$ cat src/verilog/sac_pkg.sv
// Shared constants and carrier types for the converter control block.
package sac_pkg;
   // Converter geometry and timing counts.
   localparam int RES_W = 10;
   localparam int TAD_PER_CONV = 11;
   localparam int RC_DIV = 16;
   localparam int ABORT_TADS = 2;
   localparam int RC_START_CYC = 4;
   localparam logic [3:0] LAST_TAD = 4'(TAD_PER_CONV - 1);
   localparam logic [3:0] RC_LAST = 4'(RC_DIV - 1);
   localparam logic [1:0] HOLD_LAST = 2'(ABORT_TADS - 1);
   localparam logic [4:0] TEMP_CHAN = 5'h0a;
   // Register offsets on the plain register port.
   localparam logic [2:0] OFS_CTL0 = 3'h0;
   localparam logic [2:0] OFS_CTL1 = 3'h1;
   localparam logic [2:0] OFS_RESH = 3'h2;
   localparam logic [2:0] OFS_RESL = 3'h3;
   localparam logic [2:0] OFS_ABEC = 3'h4;
   localparam logic [2:0] OFS_STAT = 3'h5;
   // Field positions.
   localparam int CTL0_ON = 0;
   localparam int CTL0_GO = 1;
   localparam int CTL0_CHS = 2;
   localparam int CTL1_CS = 4;
   localparam int CTL1_IE = 7;
   localparam int ABEC_TSEN = 0;
   localparam int STAT_FLAG = 0;
   localparam int STAT_BUSY = 1;
   // Reset values.
   localparam logic [4:0] CHS_RST = 5'h00;
   localparam logic [2:0] CS_RST = 3'h0;
   localparam logic [RES_W-1:0] RESULT_RST = 10'h000;
   // Conversion clock select codes and divider terminal counts.
   localparam logic [2:0] CS_DIV8 = 3'b001;
   localparam logic [2:0] CS_DIV16 = 3'b101;
   localparam logic [2:0] CS_DIV32 = 3'b010;
   localparam logic [2:0] CS_DIV64 = 3'b110;
   localparam logic [1:0] CS_RC = 2'b11;
   localparam logic [5:0] LIM_DIV8 = 6'h07;
   localparam logic [5:0] LIM_DIV16 = 6'h0f;
   localparam logic [5:0] LIM_DIV32 = 6'h1f;
   localparam logic [5:0] LIM_DIV64 = 6'h3f;
   // Channel map limits.
   localparam logic [4:0] CH_INT_LAST = 5'h0c;
   localparam logic [4:0] CH_PIN_FIRST = 5'h10;
   localparam logic [4:0] CH_PIN_LAST_S = 5'h15;
   localparam logic [4:0] CH_PIN_LAST_L = 5'h17;
   // Sequencer states.
   typedef enum logic [3:0] {
      SAC_IDLE = 4'b0001,
      SAC_WAIT = 4'b0010,
      SAC_CONV = 4'b0100,
      SAC_HOLD = 4'b1000
   } sac_state_t;
   // Controls toward the analog front end.
   typedef struct packed {
      logic [4:0] chan;
      logic connect;
      logic sample;
      logic [RES_W-1:0] trial;
      logic power;
      logic temp_en;
      logic ot_en;
   } sac_afe_t;
endpackage

$ cat src/verilog/sac_top.sv
// Successive-approximation converter sequencer with its register port.
//
// What this block does
// RULE1: Convert the selected input into ten bits by successive approximation.
// RULE2: Store each result right-justified across the high and low result registers.
// RULE3: All inputs share one multiplexer into one sample-and-hold feeding the converter.
// RULE4: The five-bit channel_select field picks the channel on the sample-and-hold.
// RULE5: Nineteen channels on the small variant, twenty-one on the large one.
// RULE6: Channel ten carries the die-temperature circuit output.
// RULE7: temp_sense_enable alone enables temperature sensing and overtemperature shutdown.
// RULE8: Clock select 001,101,010,110 divide by 8,16,32,64; x11 picks RC clock.
// RULE9: The RC conversion clock is the internal oscillator divided by sixteen.
// RULE10: A full conversion takes exactly eleven bit periods.
// RULE11: Completion can raise an interrupt that wakes the device from Sleep.
// RULE12: Software waits a settling delay after changing channel before converting.
// RULE13: Divider clock sources follow system clock changes; the RC source does not.
// RULE14: Software picks a setting meeting the minimum bit period.
// RULE15: Software selects the RC clock only for conversions during Sleep.
// RULE16: The internal band gap is the only reference; no external selection.
// RULE17: Software makes a pin analog through its tri-state and select controls.
// RULE18: Setting go_done while enabled starts; go_done stays high while converting.
// RULE19: On completion clear go_done, set the done flag, load the result.
// RULE20: An early clear of go_done aborts and keeps the previous result.
`timescale 1ns/1ps
`default_nettype none
module sac_top #(
   parameter bit LARGE_VARIANT = 1'b0
) (
   // Clock and reset.
   input wire logic clk,
   input wire logic rst_b,
   // Register port.
   input wire logic [2:0] addr,
   input wire logic [7:0] wdata,
   input wire logic wr,
   input wire logic rd,
   output logic [7:0] rdata,
   // Analog front end.
   input wire logic cmp_in,
   input wire logic rc_osc,
   output sac_pkg::sac_afe_t afe,
   // System status.
   input wire logic sleep,
   output logic done_irq,
   output logic wake
);
   import sac_pkg::*;

   sac_state_t st_q;
   logic on_q, go_q, ie_q, tsen_q, flag_q, busy_q, sleep_off_q;
   logic [4:0] chs_q;
   logic [2:0] cs_q;
   logic [RES_W-1:0] result_q, sar_q, mask_q, decide;
   logic [3:0] tad_n_q, rc_cnt_q;
   logic [1:0] hold_n_q;
   logic [5:0] div_cnt_q;
   logic [2:0] wait_q;
   logic rc_s1_q, rc_s2_q, rc_s3_q, cmp_s1_q, cmp_s2_q;
   logic wr_ctl0, rc_mode, rc_rise, tad_tick, start, sw_abort, off_abort;
   logic abort, last;

   // Terminal count of the system clock divider for each select code.
   function automatic logic [5:0] div_lim(input logic [2:0] cs);
      case (cs)
         CS_DIV16: div_lim = LIM_DIV16;
         CS_DIV32: div_lim = LIM_DIV32;
         CS_DIV64: div_lim = LIM_DIV64;
         default: div_lim = LIM_DIV8;
      endcase
   endfunction

   // True for channel codes that exist on this variant.
   function automatic logic chan_ok(input logic [4:0] ch);
      logic [4:0] top;
      top = LARGE_VARIANT ? CH_PIN_LAST_L : CH_PIN_LAST_S;
      chan_ok = (ch <= CH_INT_LAST) || (ch >= CH_PIN_FIRST && ch <= top);
   endfunction

   // Both asynchronous inputs pass two flip-flops before use.
   always_ff @(posedge clk) begin
      if (!rst_b) begin
         rc_s1_q <= 1'b0;
         rc_s2_q <= 1'b0;
         rc_s3_q <= 1'b0;
         cmp_s1_q <= 1'b0;
         cmp_s2_q <= 1'b0;
      end else begin
         rc_s1_q <= rc_osc;
         rc_s2_q <= rc_s1_q;
         rc_s3_q <= rc_s2_q;
         cmp_s1_q <= cmp_in;
         cmp_s2_q <= cmp_s1_q;
      end
   end

   // Decode of bus events and conversion conditions.
   assign wr_ctl0 = wr && (addr == OFS_CTL0);
   assign rc_mode = (cs_q[1:0] == CS_RC); // RULE8
   assign rc_rise = rc_s2_q && !rc_s3_q;
   assign tad_tick = rc_mode ? (rc_rise && rc_cnt_q == RC_LAST) // RULE9
      : (div_cnt_q == div_lim(cs_q)); // RULE8 RULE13
   // A start needs the converter already on before this write.
   assign start = wr_ctl0 && wdata[CTL0_GO] && wdata[CTL0_ON] && on_q
      && st_q == SAC_IDLE && !(sleep && !rc_mode); // RULE18
   assign sw_abort = wr_ctl0 && !wdata[CTL0_GO]
      && (st_q == SAC_CONV || st_q == SAC_WAIT); // RULE20
   assign off_abort = (st_q == SAC_CONV || st_q == SAC_WAIT)
      && (!on_q || (sleep && !rc_mode));
   assign abort = sw_abort || off_abort;
   assign last = st_q == SAC_CONV && tad_tick && tad_n_q == LAST_TAD;
   // Keep the trial bit when the held input is at or above the trial level.
   assign decide = cmp_s2_q ? (sar_q | mask_q) : sar_q; // RULE1

   // System clock divider; it simply counts clk, so clock changes carry over.
   always_ff @(posedge clk) begin
      if (!rst_b) begin
         div_cnt_q <= 6'h00;
      end else if (st_q == SAC_IDLE || st_q == SAC_WAIT || rc_mode) begin
         div_cnt_q <= 6'h00;
      end else if (tad_tick) begin
         div_cnt_q <= 6'h00; // RULE13
      end else begin
         div_cnt_q <= div_cnt_q + 6'h01;
      end
   end

   // The RC clock counts synchronised oscillator edges; it restarts while
   // idle or waiting so that the first bit period is a full one.
   always_ff @(posedge clk) begin
      if (!rst_b || st_q == SAC_IDLE || st_q == SAC_WAIT) begin
         rc_cnt_q <= 4'h0; // RULE10
      end else if (rc_rise) begin
         rc_cnt_q <= rc_cnt_q + 4'h1; // RULE9
      end
   end

   // Conversion sequencer: BIT_CONVERSION_PERIOD zero holds the sample, ten TADs decide bits.
   always_ff @(posedge clk) begin
      if (!rst_b) begin
         st_q <= SAC_IDLE;
         tad_n_q <= 4'h0;
         hold_n_q <= 2'h0;
         wait_q <= 3'h0;
         sar_q <= RESULT_RST;
         mask_q <= RESULT_RST;
      end else begin
         case (st_q)
            SAC_IDLE: begin
               if (start) begin
                  // The RC source waits a little so the core can sleep first.
                  st_q <= rc_mode ? SAC_WAIT : SAC_CONV;
                  wait_q <= 3'h0;
                  tad_n_q <= 4'h0;
                  sar_q <= RESULT_RST;
                  mask_q <= {1'b1, {(RES_W-1){1'b0}}}; // RULE1
               end
            end
            SAC_WAIT: begin
               if (abort) begin
                  st_q <= SAC_IDLE;
               end else if (wait_q == 3'(RC_START_CYC - 1)) begin
                  st_q <= SAC_CONV;
               end else begin
                  wait_q <= wait_q + 3'h1;
               end
            end
            SAC_CONV: begin
               if (abort) begin
                  st_q <= SAC_HOLD; // RULE20
                  hold_n_q <= 2'h0;
               end else if (tad_tick) begin
                  tad_n_q <= tad_n_q + 4'h1; // RULE10
                  if (tad_n_q != 4'h0) begin
                     sar_q <= decide; // RULE1
                     mask_q <= mask_q >> 1;
                  end
                  if (last) begin
                     st_q <= SAC_IDLE; // RULE10
                  end
               end
            end
            SAC_HOLD: begin
               // Two TADs pass after an abort in conversion before a new start is taken.
               if (tad_tick) begin
                  hold_n_q <= hold_n_q + 2'h1;
                  if (hold_n_q == HOLD_LAST) begin
                     st_q <= SAC_IDLE;
                  end
               end
            end
            default: begin
               st_q <= SAC_IDLE;
            end
         endcase
      end
   end

   // Converter enable, channel and go_done, written through control_0.
   always_ff @(posedge clk) begin
      if (!rst_b) begin
         on_q <= 1'b0;
         chs_q <= CHS_RST;
         go_q <= 1'b0;
      end else begin
         if (wr_ctl0) begin
            on_q <= wdata[CTL0_ON];
            chs_q <= wdata[CTL0_CHS +: 5]; // RULE4
         end
         if (last) begin
            go_q <= 1'b0; // RULE19
         end else if (start) begin
            go_q <= 1'b1; // RULE18
         end else if (sw_abort || off_abort) begin
            go_q <= 1'b0; // RULE20
         end else if (wr_ctl0 && st_q == SAC_IDLE) begin
            go_q <= 1'b0;
         end
      end
   end

   // Clock select, interrupt enable and temperature enable.
   always_ff @(posedge clk) begin
      if (!rst_b) begin
         cs_q <= CS_RST;
         ie_q <= 1'b0;
         tsen_q <= 1'b0;
      end else begin
         if (wr && addr == OFS_CTL1) begin
            cs_q <= wdata[CTL1_CS +: 3]; // RULE8
            ie_q <= wdata[CTL1_IE];
         end
         if (wr && addr == OFS_ABEC) begin
            tsen_q <= wdata[ABEC_TSEN]; // RULE7
         end
      end
   end

   // Result pair and done flag; a completion beats a clear in the same cycle.
   always_ff @(posedge clk) begin
      if (!rst_b) begin
         result_q <= RESULT_RST;
         flag_q <= 1'b0;
      end else begin
         if (last) begin
            result_q <= decide; // RULE19
         end
         if (last) begin
            flag_q <= 1'b1; // RULE19
         end else if (wr && addr == OFS_STAT && !wdata[STAT_FLAG]) begin
            flag_q <= 1'b0;
         end
      end
   end

   // A sleeping conversion with interrupts off powers the converter down.
   always_ff @(posedge clk) begin
      if (!rst_b) begin
         sleep_off_q <= 1'b0;
      end else if (!sleep) begin
         sleep_off_q <= 1'b0;
      end else if (last && !ie_q) begin
         sleep_off_q <= 1'b1;
      end
   end

   // Front end drive: the mux selects, the single hold stage samples or holds.
   always_ff @(posedge clk) begin
      if (!rst_b) begin
         afe <= '0;
      end else begin
         afe.chan <= chs_q; // RULE3 RULE4
         // Unimplemented codes, and the cold temperature node, connect nothing.
         afe.connect <= on_q && chan_ok(chs_q) // RULE5
            && !(chs_q == TEMP_CHAN && !tsen_q); // RULE6
         afe.sample <= on_q && st_q != SAC_CONV; // RULE3
         // Trial code to the DAC; the band gap is the fixed reference.
         afe.trial <= (st_q == SAC_CONV) ? (sar_q | mask_q) : RESULT_RST; // RULE16
         afe.power <= on_q && !sleep_off_q && !(sleep && !rc_mode);
         afe.temp_en <= tsen_q; // RULE7
         afe.ot_en <= tsen_q; // RULE7
      end
   end

   // Interrupt and wake outputs follow the sticky done flag.
   always_ff @(posedge clk) begin
      if (!rst_b) begin
         done_irq <= 1'b0;
         wake <= 1'b0;
         busy_q <= 1'b0;
      end else begin
         done_irq <= ie_q && flag_q; // RULE11
         wake <= ie_q && flag_q && sleep; // RULE11
         busy_q <= st_q != SAC_IDLE;
      end
   end

   // Read data stand for exactly the cycle after the read strobe.
   always_ff @(posedge clk) begin
      if (!rst_b) begin
         rdata <= 8'h00;
      end else if (rd) begin
         case (addr)
            OFS_CTL0: rdata <= {1'b0, chs_q, go_q, on_q};
            OFS_CTL1: rdata <= {ie_q, cs_q, 4'h0};
            OFS_RESH: rdata <= {6'h00, result_q[9:8]}; // RULE2
            OFS_RESL: rdata <= result_q[7:0]; // RULE2
            OFS_ABEC: rdata <= {7'h00, tsen_q};
            OFS_STAT: rdata <= {6'h00, busy_q, flag_q};
            default: rdata <= 8'h00;
         endcase
      end else begin
         rdata <= 8'h00;
      end
   end

   // Helper counters that only the checks below read.
   logic [3:0] chk_ticks_q;
   logic [4:0] chk_rc_q;
   always_ff @(posedge clk) begin
      if (!rst_b || start) begin
         chk_ticks_q <= 4'h0;
      end else if (st_q == SAC_CONV && tad_tick) begin
         chk_ticks_q <= chk_ticks_q + 4'h1;
      end
   end
   always_ff @(posedge clk) begin
      if (!rst_b || st_q == SAC_IDLE || st_q == SAC_WAIT
         || (rc_mode && tad_tick)) begin
         chk_rc_q <= 5'h00;
      end else if (rc_rise) begin
         chk_rc_q <= chk_rc_q + 5'h01;
      end
   end
endmodule // sac_top
`default_nettype wire

$ cat config.mk
export PLATFORM = sky130hd
export DESIGN_NAME = sac_top
export DESIGN_NICKNAME = d
export VERILOG_FILES = /design/src/verilog/sac_pkg.sv /design/src/verilog/sac_top.sv
export SDC_FILE = /design/constraint.sdc
export NUM_CORES = 1
export LEC_CHECK = 0
export ABC_AREA = 1
export BUFFER_PORTS_ARGS = -buffer_cell sky130_fd_sc_hd__buf_2
export CORE_MARGIN = 1.5
export CORE_UTILIZATION = 50
export CTS_BUF_LIST = sky130_fd_sc_hd__clkbuf_8 sky130_fd_sc_hd__clkbuf_16
export DETAILED_ROUTE_END_ITERATION = 8
export PLACE_DENSITY = 0.79
export SYNTH_ARGS = -nofsm -noshare
export SYNTH_HDL_FRONTEND = slang
export SYNTH_SLANG_ARGS = --single-unit
$ cat constraint.sdc
create_clock -name clk -period 1.8 [get_ports clk]
set_input_delay 0.18 -clock clk [delete_from_list [all_inputs] [get_ports clk]]
set_output_delay 0.18 -clock clk [all_outputs]
set_load 0.05 [all_outputs]
# [Word level (Yosys, flattened, before mapping)]
# Index checks and enable logic that the tools add are counted.
[classes] n_addsub=5 mul=0 div_mod_pow=0 n_lt_le_gt_ge=3 n_eq_ne=33 shifts=0 muxes=40 bitwise=2 n_reduce_logical=65
[op_table] cell="two-way mux 10 bit" n=9
[op_table] cell="one-hot mux 8 bit (6 select lines)" n=1
[op_table] cell="two-way mux 4 bit" n=11
[op_table] cell="one-hot mux 10 bit (2 select lines)" n=2
[op_table] cell="logical AND 1 bit" n=29
[op_table] cell="!= test 2 bit (second input constant)" n=9
[op_table] cell="one-hot mux 6 bit (3 select lines)" n=1
[op_table] cell="one-hot mux 4 bit (4 select lines)" n=1
[op_table] cell="== test 3 x 2 -> 1 bit (second input constant)" n=4
[op_table] cell="== test 3 bit (second input constant)" n=4
[op_table] cell="== test 4 bit (second input constant)" n=3
[op_table] cell="two-way mux 3 bit" n=4
[op_table] cell="logical NOT 1 bit" n=11
[op_table] cell="OR 10 bit" n=1
[op_table] cell="!= test 3 bit (second input constant)" n=3
[op_table] cell="adder 4 x 1 -> 4 bit (second input constant)" n=2
[op_table] cell="logical OR 1 bit" n=8
[op_table] cell="one-hot mux 4 bit (2 select lines)" n=1
[op_table] cell="AND reduction 4 bit" n=2
[op_table] cell="nonzero test 2 bit" n=4
[op_table] cell="adder 6 x 1 -> 6 bit (second input constant)" n=1
[op_table] cell="== test 6 bit" n=1
[op_table] cell="two-way mux 1 bit" n=6
[op_table] cell="one-hot mux 3 bit (2 select lines)" n=1
[op_table] cell="26 further kinds" n=29
[word_totals] regBits=102 latchBits=0 ramBits=0 romBits=0 output_inout_bits=30 word_cells=180 n_memories=0

# [Logic depth before layout (Yosys ltp)]
# Gate-level depths: netlist of run 1.
[logic_depth] word_depth=10 ltp_mapped=13 ltp_nobuf=12

# [Least setup slack after synthesis of run 1]
# OpenSTA, ideal clock, no wires.
[synth_path] kind="register to register" startpoint="register rc_cnt_q[0]" endpoint="register result_q[6]" setup_ns=0.116 t_arrival_ns=1.421 path_slack_ns=0.263 path_stages_with_launch=10 n_path_buf=1 path_cell_list="dfxtp_1 > ha_1 > inv_1 > nor3_1 > nand3_1 > nand2_1 > nand2_2 > buf_6 > o21ai_0 > nor2_1"
[synth_via] elab_chain_len=5
[synth_rtl] item="start, declared" line_no="sac_top.sv:54" rtl="logic [3:0] tad_n_q, rc_cnt_q;"
[synth_rtl] item="start signal, assigned" line_no="sac_top.sv:133" rtl="rc_cnt_q <= rc_cnt_q + 4'h1;"
[synth_rtl] item="== test 4 bit" line_no="sac_top.sv:100" rtl="assign tad_tick = rc_mode ? (rc_rise && rc_cnt_q == RC_LAST)"
[synth_rtl] item="logical AND 1 bit" line_no="sac_top.sv:100"
[synth_rtl] item="two-way mux 1 bit" line_no="sac_top.sv:100"
[synth_rtl] item="logical AND 1 bit"
[synth_rtl] item="logical AND 1 bit" line_no="sac_top.sv:110" rtl="assign last = st_q == SAC_CONV && tad_tick && tad_n_q == LAST_TAD;"
[synth_rtl] item="end signal, assigned" line_no="sac_top.sv:245" rtl="result_q <= decide;"
[synth_rtl] item="end, declared" line_no="sac_top.sv:53" rtl="logic [RES_W-1:0] result_q, sar_q, mask_q, decide;"
# Every way passes these cells.
# A chain may end at the register's enable or synchronous reset.

# [Worst setup path after layout of run 1]
[layout_path] startpoint="register st_q[2]" endpoint="register tad_n_q[0]"
[layout_via] elab_chain_len=6 elab_cells_between_ends=15 classes_between="6 x eq/ne; 1 x mux; 8 x reduce/logical"
[layout_rtl] item="start, declared" line_no="sac_top.sv:49" rtl="sac_state_t st_q;"
[layout_rtl] item="start signal, assigned" line_no="sac_top.sv:151" rtl="st_q <= rc_mode ? SAC_WAIT : SAC_CONV;"
[layout_rtl] item="== test 4 x 3 -> 1 bit / == test 4 x 2 -> 1 bit (equally long branches)" line_no="sac_top.sv:106, sac_top.sv:107, sac_top.sv:147"
[layout_rtl] item="logical OR 1 bit" line_no="sac_top.sv:106, sac_top.sv:107"
[layout_rtl] item="logical AND 1 bit, on equally long branches" line_no="sac_top.sv:106, sac_top.sv:108"
[layout_rtl] item="logical OR 1 bit" line_no="sac_top.sv:109" rtl="assign abort = sw_abort || off_abort;"
[layout_rtl] item="!= test 2 bit (no line)"
[layout_rtl] item="AND reduction 4 bit (no line)"
[layout_rtl] item="end signal, assigned" line_no="sac_top.sv:172" rtl="tad_n_q <= tad_n_q + 4'h1;"
[layout_rtl] item="end, declared" line_no="sac_top.sv:54"
# Several ways; a longest one is shown, not always the timed one.

==> metrics.txt, run 1 <==
Setup crit start kind flop; simple-gate area share of the yosys netlist 22.9%; combinational power share 21.6%; Area growth, synth to finish 17.2%; Initial Utilization 51.8%; Setup Viol. Count Final 0; sw frac between 30% and 40%; Worst Hold Endpoint rdata[6]; clk buf depth 2; n_diodes 0; DR vias/cell 5.23; clock skew 0.0147 ns; power consumption a little over 5 mW; M1 GR Usage 29.2%; TritonCTS clock tree built; reg2reg setup slack 0.10 ns; 1st-pass router iterations 5; power share of the clock group between 20% and 30%; Rel. slew slack 64.1%; met3 Track Usage GR 5.10%; design area 4990 um^2; yosys warns 0; Buf/Inv on CP 4; clock root cell clkbuf_8; first-pass GRT wire length 15.9 mm; wire per inst ~13 um; Worst-Skew Late Latency 0.38 ns; Crit path required time 2.07 ns; Reg power frac 48.8%; main combinational cell family by area after synthesis simple AND/OR/NAND/NOR gates; DRT iter0 DRCs between 150 and 200; cell area after synthesis 4260 um^2; Peak Freq 0.590 GHz; status complete, no violations; XOR/XNOR Fraction of Synth Area less than 1%; vias between 3000 and 4000; Final Worst Setup Slack ~0.10 ns; main flop type after synthesis dfxtp_1; mux share of post-synthesis cell area 0%; VDD IR max 0.000545 V; largest cells by area after synthesis dfxtp_1, inv_1, nand2_1; placed inst area 4690 um^2; HP Start rd; P_sw about 1.6 mW; IO Pins 48; Die Wd 95.3 um; number of distinct library cells after synthesis 35; Die Y 95.3 um; commonest non-fill, non-tap cells in the layout dfxtp_1, inv_1, nand2_1, a21oi_1, nor2_1; post-synth top area cell dfxtp_1; most common cell after layout, fill and taps aside dfxtp_1; cell repeated most along the worst path nor2_1; layout cells sized above 1 18.8%; PortBufs 47; number of synthesized flops with an enable pin 0; crit end category flop; HP Class in -> reg; clk slew on worst S/H paths 0.10 ns; Setup CP Type reg -> reg; die area 9080 um^2; r2r startpoint st_q[2]; critical path cell sequence nor2_1, nand3_1, buf_4, inv_1, o21ai_4, nand2_1, clkinv_1, nand2_2, inv_2, o21ai_0, nor2_1; Synth Area in Adders around 2.4%; GR Util met2 a little over a third; worst r2r dst tad_n_q[0]; cts bufs inserted 9; Post-Syn Nets 581; Int Power 3.42 mW; grt peak-use layer met2; Yosys reg bits 102; Worst path slowest cell dfxtp_1; total gr overflow 0; Cell Rows 33; Worst Hold Depth 3; Final #Nets 645; sequential share of the synthesized area a little under half; top cell type's share of synthesized area a little under half; core area 8220 um^2; setup_tns 0 ns; Worst EP arrival 1.96 ns; Crit path max-delay family simple AND/OR/NAND/NOR gates; Tightest Pin Transition 0.538 ns; clock sinks 102; Post-DRT Antenna Nets 0; FF-to-FF path depth 11; total track usage between 20% and 30%; slowest stage delay, CP 0.34 ns; Tcrit/Tclk final approximately 94%; vias in the first global route ~3500; Routed WL about 9.5 mm; H-tree Lvls 3; Final Hold Viols 0; fill count between 700 and 800; Worst Hold Slack 0.0358 ns; Worst setup startpoint st_q[2]; CP max FO 6; shortest period the worst path allows between 1.5 and 2 ns; HPWL Detailed around 6.9 mm; pre-CTS WS -0.0341 ns; DRC viols 0; Async S/R FF share, synth 0%; P per Cell Area between 1000 and 1500 nW/um^2; initial antenna violation count 0; Compound-Gate Fraction of Synth Area 15.3%; Slew Limit Fails 0; Syn Inst Count 555; Max-Cap Viols 0; P_leak 2.09 nW; Mean Syn Cell Area between 7 and 8 um^2; pin count of the biggest net entering global routing 35; routability cong. 0.940
[cell usage after synthesis (3+ instances only)]
cell	n
dfxtp_1	102
inv_1	96
nand2_1	87
a21oi_1	61
nor2_1	50
o21ai_0	34
nand3_1	24
nand4_1	17
ha_1	8
o21ai_1	8
nor3_1	7
clkbuf_1	6
o22ai_1	6
nand2_2	5
nand3_2	5
inv_2	4
a31oi_1	3
buf_2	3
nor2_2	3
nor3b_1	3
xor2_1	3
[sequential cells by signal, indices dropped and copies added, names as in the netlist, 5 cells and up]
register / cells
sar_q: 10
rdata: 8
afe: 19
result_q: 10
chs_q: 5
div_cnt_q: 6
mask_q: 10
[metrics by stage]
| step | cells | utilization (%) |
|---|---|---|
| floorplan | 555 | - |
| global placement | 711 | 57.1 |
| detailed placement | 711 | 57.1 |
| CTS | 729 | 60.0 |
| global route | 729 | 60.7 |
| finish | 729 | 60.7 |
[routing by layer]
| layer | part of all wire, % | up-vias |
|---|---|---|
| li1 | - | 1923 |
| met1 | 45 | 1750 |
| met2 | 47 | 123 |
| met3 | 6.3 | 16 |
| met4 | 1.5 | 0 |
| met5 | 0 | - |
[cells by family (layout without fill, tap and decap cells)]
| kind of cell | Yosys count | in the layout |
|---|---|---|
| adders and majority gates | 8 | 8 |
| xor gates and xnor gates | 3 | 3 |
| DFF | 102 | 102 |
| buffers and inverters | 116 | 185 |
| AOI/OAI and AO/OA | 120 | 120 |
| and+or+nand+nor | 206 | 206 |
[power by group through the flow]
| stage | Clock, mW | Sequential (mW) | Combinational, mW |
|---|---|---|---|
| final | 1.49 | 2.45 | 1.09 |
| after global routing | 1.61 | 2.47 | 1.23 |
| after CTS | 1.52 | 2.45 | 1.07 |
| after detailed placement | 0 | 2.50 | 1.06 |
| after global placement | 0 | 2.49 | 1.03 |
| after floorplan | 0 | 2.50 | 0.748 |
[how the worst max path moves through the flow]
stage	depth (start not counted)	slack, ns	endpoint
floorplan	9	0.26	result_q[6]
global placement	11	0.1	sleep_off_q
detailed placement	11	-0.03	sleep_off_q
CTS	12	0.02	st_q[2]
global route	8	-0.02	mask_q[5]
finish	11	0.10	tad_n_q[0]
[worst reg2reg max path, delay by kind of cell, from the launching register on]
family,cells,cell delay (ns)
AOI/OAI and AO/OA,2,0.28
buffers and inverters,4,0.45
DFF,1,0.34
and+or+nand+nor,5,0.51
[final cells by class]
class / instances / area (um^2) / area share [%]
multi-input combinational: 337 / 1820 / 36.4
sequential: 102 / 2050 / 41.0
clock buffer: 9 / 124 / 2.48
tap: 105 / 131 / 2.63
inverter: 102 / 385 / 7.72
clock inverter: 7 / 82.6 / 1.65
timing repair buffer: 67 / 403 / 8.07
[repair_timing]
action | in CTS | in global routing
gates resized for setup | 2 | 16
buffers inserted | 0 | 0
endpoints found under the hold margin | 2 | 0
hold buffers | 2 | 0
pin swaps | 0 | 3
setup endpoints to repair | 10 | 41
Note: power is estimated with default switching activity, not from simulation.
==> run 2, diff against run 1 <==
- MAX_ROUTING_LAYER: default -> met4
==> metrics.txt, run 2 (synthesis gave the netlist of run 1 again) <==
Die Y 95.3 um (unchanged); first-pass GRT wire length 15.8 mm (was 15.9 mm); initial antenna violation count 0 (unchanged); clock skew 0.0127 ns (was 0.0147 ns); FF-to-FF path depth 11 (unchanged); Reg power frac 48.3% (was 48.8%); PortBufs 47 (unchanged); VDD IR max 0.000483 V (was 0.000545 V); power consumption 5.08 mW (was 5.03 mW); Crit path required time 2.05 ns (was 2.07 ns); r2r startpoint div_cnt_q[0] (was st_q[2]); clock sinks 102 (unchanged); clock root cell clkbuf_8 (unchanged); CP max FO 20 (was 6); P_sw 1.63 mW (was 1.61 mW); Most flops, register afe (unchanged); sw frac 32.1% (was 32.0%); DRT iter0 DRCs 198 (was 191); wire per inst 12.9 um (was 13.0 um); total track usage 22.9% (was 22.5%); total gr overflow 0 (unchanged); clk slew on worst S/H paths 0.10 ns (about the same); Worst EP arrival 1.94 ns (was 1.96 ns); Rel. slew slack 66.5% (was 64.1%); Routed WL 9.36 mm (was 9.49 mm); layout cells sized above 1 19.4% (was 18.8%); HP Class in -> reg (unchanged); routability cong. 0.959 (was 0.940); most common cell after layout, fill and taps aside dfxtp_1 (unchanged); IO Pins 48 (unchanged); grt peak-use layer met2 (unchanged); Setup Viol. Count Final 0 (unchanged); pin count of the biggest net entering global routing 35 (unchanged); vias 3849 (was 3812); Post-DRT Antenna Nets 0 (unchanged); clk buf depth 2 (unchanged); HPWL Detailed 6.90 mm (was 6.86 mm); Worst setup startpoint div_cnt_q[0] (was st_q[2]); core area 8220 um^2 (unchanged); Critical Path End mask_q[5] (was tad_n_q[0]); shortest period the worst path allows 1.68 ns (was 1.70 ns); power share of the clock group 29.0% (was 29.6%); setup_tns 0 ns (unchanged); placed inst area 4690 um^2 (about the same); combinational power share 22.7% (was 21.6%); H-tree Lvls 3 (unchanged); cts bufs inserted 9 (unchanged); status complete, no violations (unchanged); Final #Nets 645 (unchanged); 1st-pass router iterations 5 (unchanged); P_leak 2.09 nW (about the same); Slew Limit Fails 0 (unchanged); Worst-Skew Late Latency 0.36 ns (was 0.38 ns); Die Wd 95.3 um (unchanged); GR Util met2 35.3% (was 36.5%); crit end category flop (unchanged); max reg flops 19 (unchanged); Initial Utilization 51.8% (unchanged); Area growth, synth to finish 17.2% (about the same); met3 Track Usage GR 3.83% (was 5.10%); TritonCTS clock tree built (unchanged); design area 4990 um^2 (about the same); Final Hold Viols 0 (unchanged); vias in the first global route 3513 (was 3503); M1 GR Usage 29.4% (was 29.2%); Peak Freq 0.594 GHz (was 0.590 GHz); fill count 742 (was 725); Final Util 60.7% (about the same); DR vias/cell 5.29 (was 5.23); reg2reg setup slack 0.12 ns (was 0.10 ns); Setup CP Type reg -> reg (unchanged); Cell Rows 33 (unchanged); DRC viols 0 (unchanged); n_diodes 0 (unchanged); P per Cell Area 1020 nW/um^2 (was 1010 nW/um^2); Tcrit/Tclk final 93.5% (was 94.2%); die area 9080 um^2 (unchanged); Int Power 3.46 mW (was 3.42 mW); worst r2r dst mask_q[5] (was tad_n_q[0]); commonest non-fill, non-tap cells in the layout dfxtp_1, inv_1, nand2_1, a21oi_1 (was dfxtp_1, inv_1, nand2_1, a21oi_1, nor2_1); Max-Cap Viols 0 (unchanged); Tightest Pin Transition 0.501 ns (was 0.538 ns); Setup crit start kind flop (unchanged)
## run 2: cell types whose count changed in the layout (fill, tap and decap cells not counted), sizes merged
cell,delta
clkinvlp,-1
## run 2: final cells by class
class	instances	area (um^2)	area share, %
clock buffers	9	124	2.48
clock inverters	6	77.6	1.55
inverters	102	388	7.77
multi-input cells	337	1820	36.5
flip-flops and latches	102	2050	41.0
well taps	105	131	2.63
repair buffers	67	403	8.07
## run 2: stage by stage
stage / worst slack, ns / instances / hold WS [ns]
floorplan: 0.263 / 555 / 0.278
finish: 0.117 / 728 / 0.0356
detailed placement: -0.0173 / 710 / 0.373
global route: -0.00586 / 728 / 0.0374
CTS: 0.0224 / 727 / 0.0263
global placement: 0.0964 / 710 / 0.363
## run 2: power by group through the flow
stage	Clock (mW)	Sequential, mW	Combinational [mW]
2_1_floorplan	0	2.50	0.748
3_3_place_gp	0	2.49	1.03
3_5_place_dp	0	2.50	1.07
4_1_cts	1.50	2.44	1.08
5_1_grt	1.60	2.47	1.32
6_report	1.48	2.45	1.15
## run 2: layer usage
layer  vias up  share of wire, %
met2       106                48
li1       1920                 -
met5         -                 0
met1      1805                45
met4         0               2.3
met3        18               5.3
## run 2: what timing repair did
item	in CTS	in global routing
setup endpoints to repair	5	43
hold buffers	2	0
cloned	0	0
hold endpoints to repair	2	0
pin swaps	0	6
resized for setup	1	22
buffers inserted	0	1
## run 2: how the worst min path moves through the flow
stage	from	to	slack [ns]	cells after the start
6_report	rd	rdata[6]	0.04	3
5_1_grt	rd	rdata[6]	0.04	3
4_1_cts	rd	rdata[6]	0.03	3
3_5_place_dp	rc_osc	rc_s1_q	0.37	3
3_3_place_gp	cmp_in	cmp_s1_q	0.36	3
2_1_floorplan	cmp_in	cmp_s1_q	0.28	2
## run 2: worst max-delay path, stage by stage, from the launching register on
cell,delay (ns)
dfxtp_2,0.35
ha_2,0.18
nand2_1,0.07
inv_2,0.08
nand2_1,0.05
nor2_1,0.10
nand3_2,0.17
nand3_4,0.17
nand3_2,0.11
buf_12,0.16
nand2_1,0.07
a21oi_1,0.06
==> run 3, diff against run 2 <==
- CORE_UTILIZATION: 50 -> 45
- PLACE_DENSITY: 0.79 -> 0.73
==> metrics.txt, run 3 (synthesis gave the netlist of run 1 again) <==
DR vias/cell 5.04 (was 5.29); layout cells sized above 1 18.1% (was 19.4%); clock sinks 102 (unchanged); routability cong. 0.828 (was 0.959); clock skew 0.00958 ns (was 0.0127 ns); Die Y 100 um (was 95.3 um); M1 GR Usage 25.9% (was 29.4%); crit end category flop (unchanged); r2r startpoint rc_cnt_q[0] (was div_cnt_q[0]); Worst setup startpoint rc_cnt_q[0] (was div_cnt_q[0]); n_diodes 0 (unchanged); max reg flops 19 (unchanged); shortest period the worst path allows 1.71 ns (was 1.68 ns); fill count 849 (was 742); PortBufs 47 (unchanged); clk slew on worst S/H paths 0.10 ns (about the same); Slew Limit Fails 0 (unchanged); cts bufs inserted 9 (unchanged); total track usage 19.8% (was 22.9%); Post-CTS Setup Inserts 0 (unchanged); Max-Cap Viols 0 (unchanged); Setup Viol. Count Final 0 (unchanged); HP Class in -> reg (unchanged); Cell Rows 35 (was 33); Worst-Skew Late Latency 0.36 ns (about the same); Peak Freq 0.585 GHz (was 0.594 GHz); met3 Track Usage GR 3.62% (was 3.83%); die area 10100 um^2 (was 9080 um^2); Rel. slew slack 66.6% (was 66.5%); 1st-pass router iterations 4 (was 5); H-tree Lvls 3 (unchanged); GR Util met2 31.3% (was 35.3%); Final #Nets 639 (was 645); IO Pins 48 (unchanged); TritonCTS clock tree built (unchanged); commonest non-fill, non-tap cells in the layout dfxtp_1, inv_1, nand2_1, a21oi_1, nor2_1 (was dfxtp_1, inv_1, nand2_1, a21oi_1); clk buf depth 2 (unchanged); Most flops, register afe (unchanged); grt peak-use layer met2 (unchanged); wire per inst 12.8 um (was 12.9 um); most common cell after layout, fill and taps aside dfxtp_1 (unchanged); initial antenna violation count 0 (unchanged); Routed WL 9.31 mm (was 9.36 mm); Worst Hold Slack 0.0111 ns (was 0.0356 ns); Initial Utilization 46.3% (was 51.8%); DRT iter0 DRCs 176 (was 198); total gr overflow 0 (unchanged); P_leak 2.05 nW (was 2.09 nW); Tightest Pin Transition 0.501 ns (about the same); HPWL Detailed 6.67 mm (was 6.90 mm); design area 4930 um^2 (was 4990 um^2); Worst EP arrival 2.00 ns (was 1.94 ns); vias 3675 (was 3849); Final Hold Viols 0 (unchanged); placed inst area 4660 um^2 (was 4690 um^2); DRC viols 0 (unchanged); status complete, no violations (unchanged); pin count of the biggest net entering global routing 48 (was 35); Setup crit start kind flop (unchanged); CP max FO 9 (was 20); Area growth, synth to finish 15.7% (was 17.2%); core area 9200 um^2 (was 8220 um^2); first-pass GRT wire length 15.6 mm (was 15.8 mm); Die Wd 100 um (was 95.3 um); P per Cell Area 982 nW/um^2 (was 1020 nW/um^2); Setup CP Type reg -> reg (unchanged); Crit path required time 2.10 ns (was 2.05 ns); HP Start rc_osc (was rd); vias in the first global route 3476 (was 3513); VDD IR max 0.000599 V (was 0.000483 V); Post-DRT Antenna Nets 0 (unchanged); Tcrit/Tclk final 94.9% (was 93.5%); clock root cell clkbuf_8 (unchanged)
## run 3: path summary, 6_finish.rpt
kind	end	slack (ns)	cells after the start
max	mask_q[7]	0.09	8
min	rc_s1_q	0.01	3
max reg2reg	mask_q[7]	0.09	8
min reg2reg	div_cnt_q[0]	0.42	1
## run 3: per-stage QoR
step	util (%)	total power [mW]	setup WS (ns)	TNS, ns	cells
after floorplan	-	3.25	0.263	0	555
after global placement	50.7	3.50	0.00983	0	712
after detailed placement	50.7	3.52	-0.0850	-0.491	712
after CTS	52.9	4.86	0.0192	0	729
after global routing	53.6	5.15	-0.0184	-0.0631	729
final	53.6	4.84	0.0915	0	729
## run 3: repair_timing
action | 4_1_cts | 5_1_grt
pin swaps | 1 | 5
gates resized for setup | 3 | 16
hold endpoints to repair | 1 | 0
endpoints found under the setup margin | 14 | 43
hold buffers | 1 | 0
## run 3: cell type report
class | instances | area (um^2) | share of cell area, %
clock buffers | 10 | 138 | 2.79
clock inverters | 6 | 46.3 | 0.940
inverters | 102 | 385 | 7.82
multi-input cells | 337 | 1820 | 36.9
flip-flops and latches | 102 | 2050 | 41.5
well taps | 111 | 139 | 2.82
repair buffers | 61 | 355 | 7.21
## run 3: per-layer routing
metal	vias up	wire length, um
li1	1900	-
met1	1672	4430
met2	89	4340
met3	14	414
met4	0	129
met5	-	0
## run 3: worst max-delay path: stages (launching register included)
cell and delay (ns):
dfxtp_1 0.38, ha_1 0.16, inv_1 0.05, nor3_2 0.21, nand3_2 0.21, nand3_4 0.17, buf_4 0.18, nand4_1 0.11
a21oi_1 0.15
## run 3: power breakdown
| part | switching, mW | internal (mW) | total [mW] |
|---|---|---|---|
| clock | 0.793 | 0.550 | 1.34 |
| sequential | 0.0712 | 2.38 | 2.45 |
| combinational | 0.682 | 0.362 | 1.04 |
| total | 1.55 | 3.29 | 4.84 |
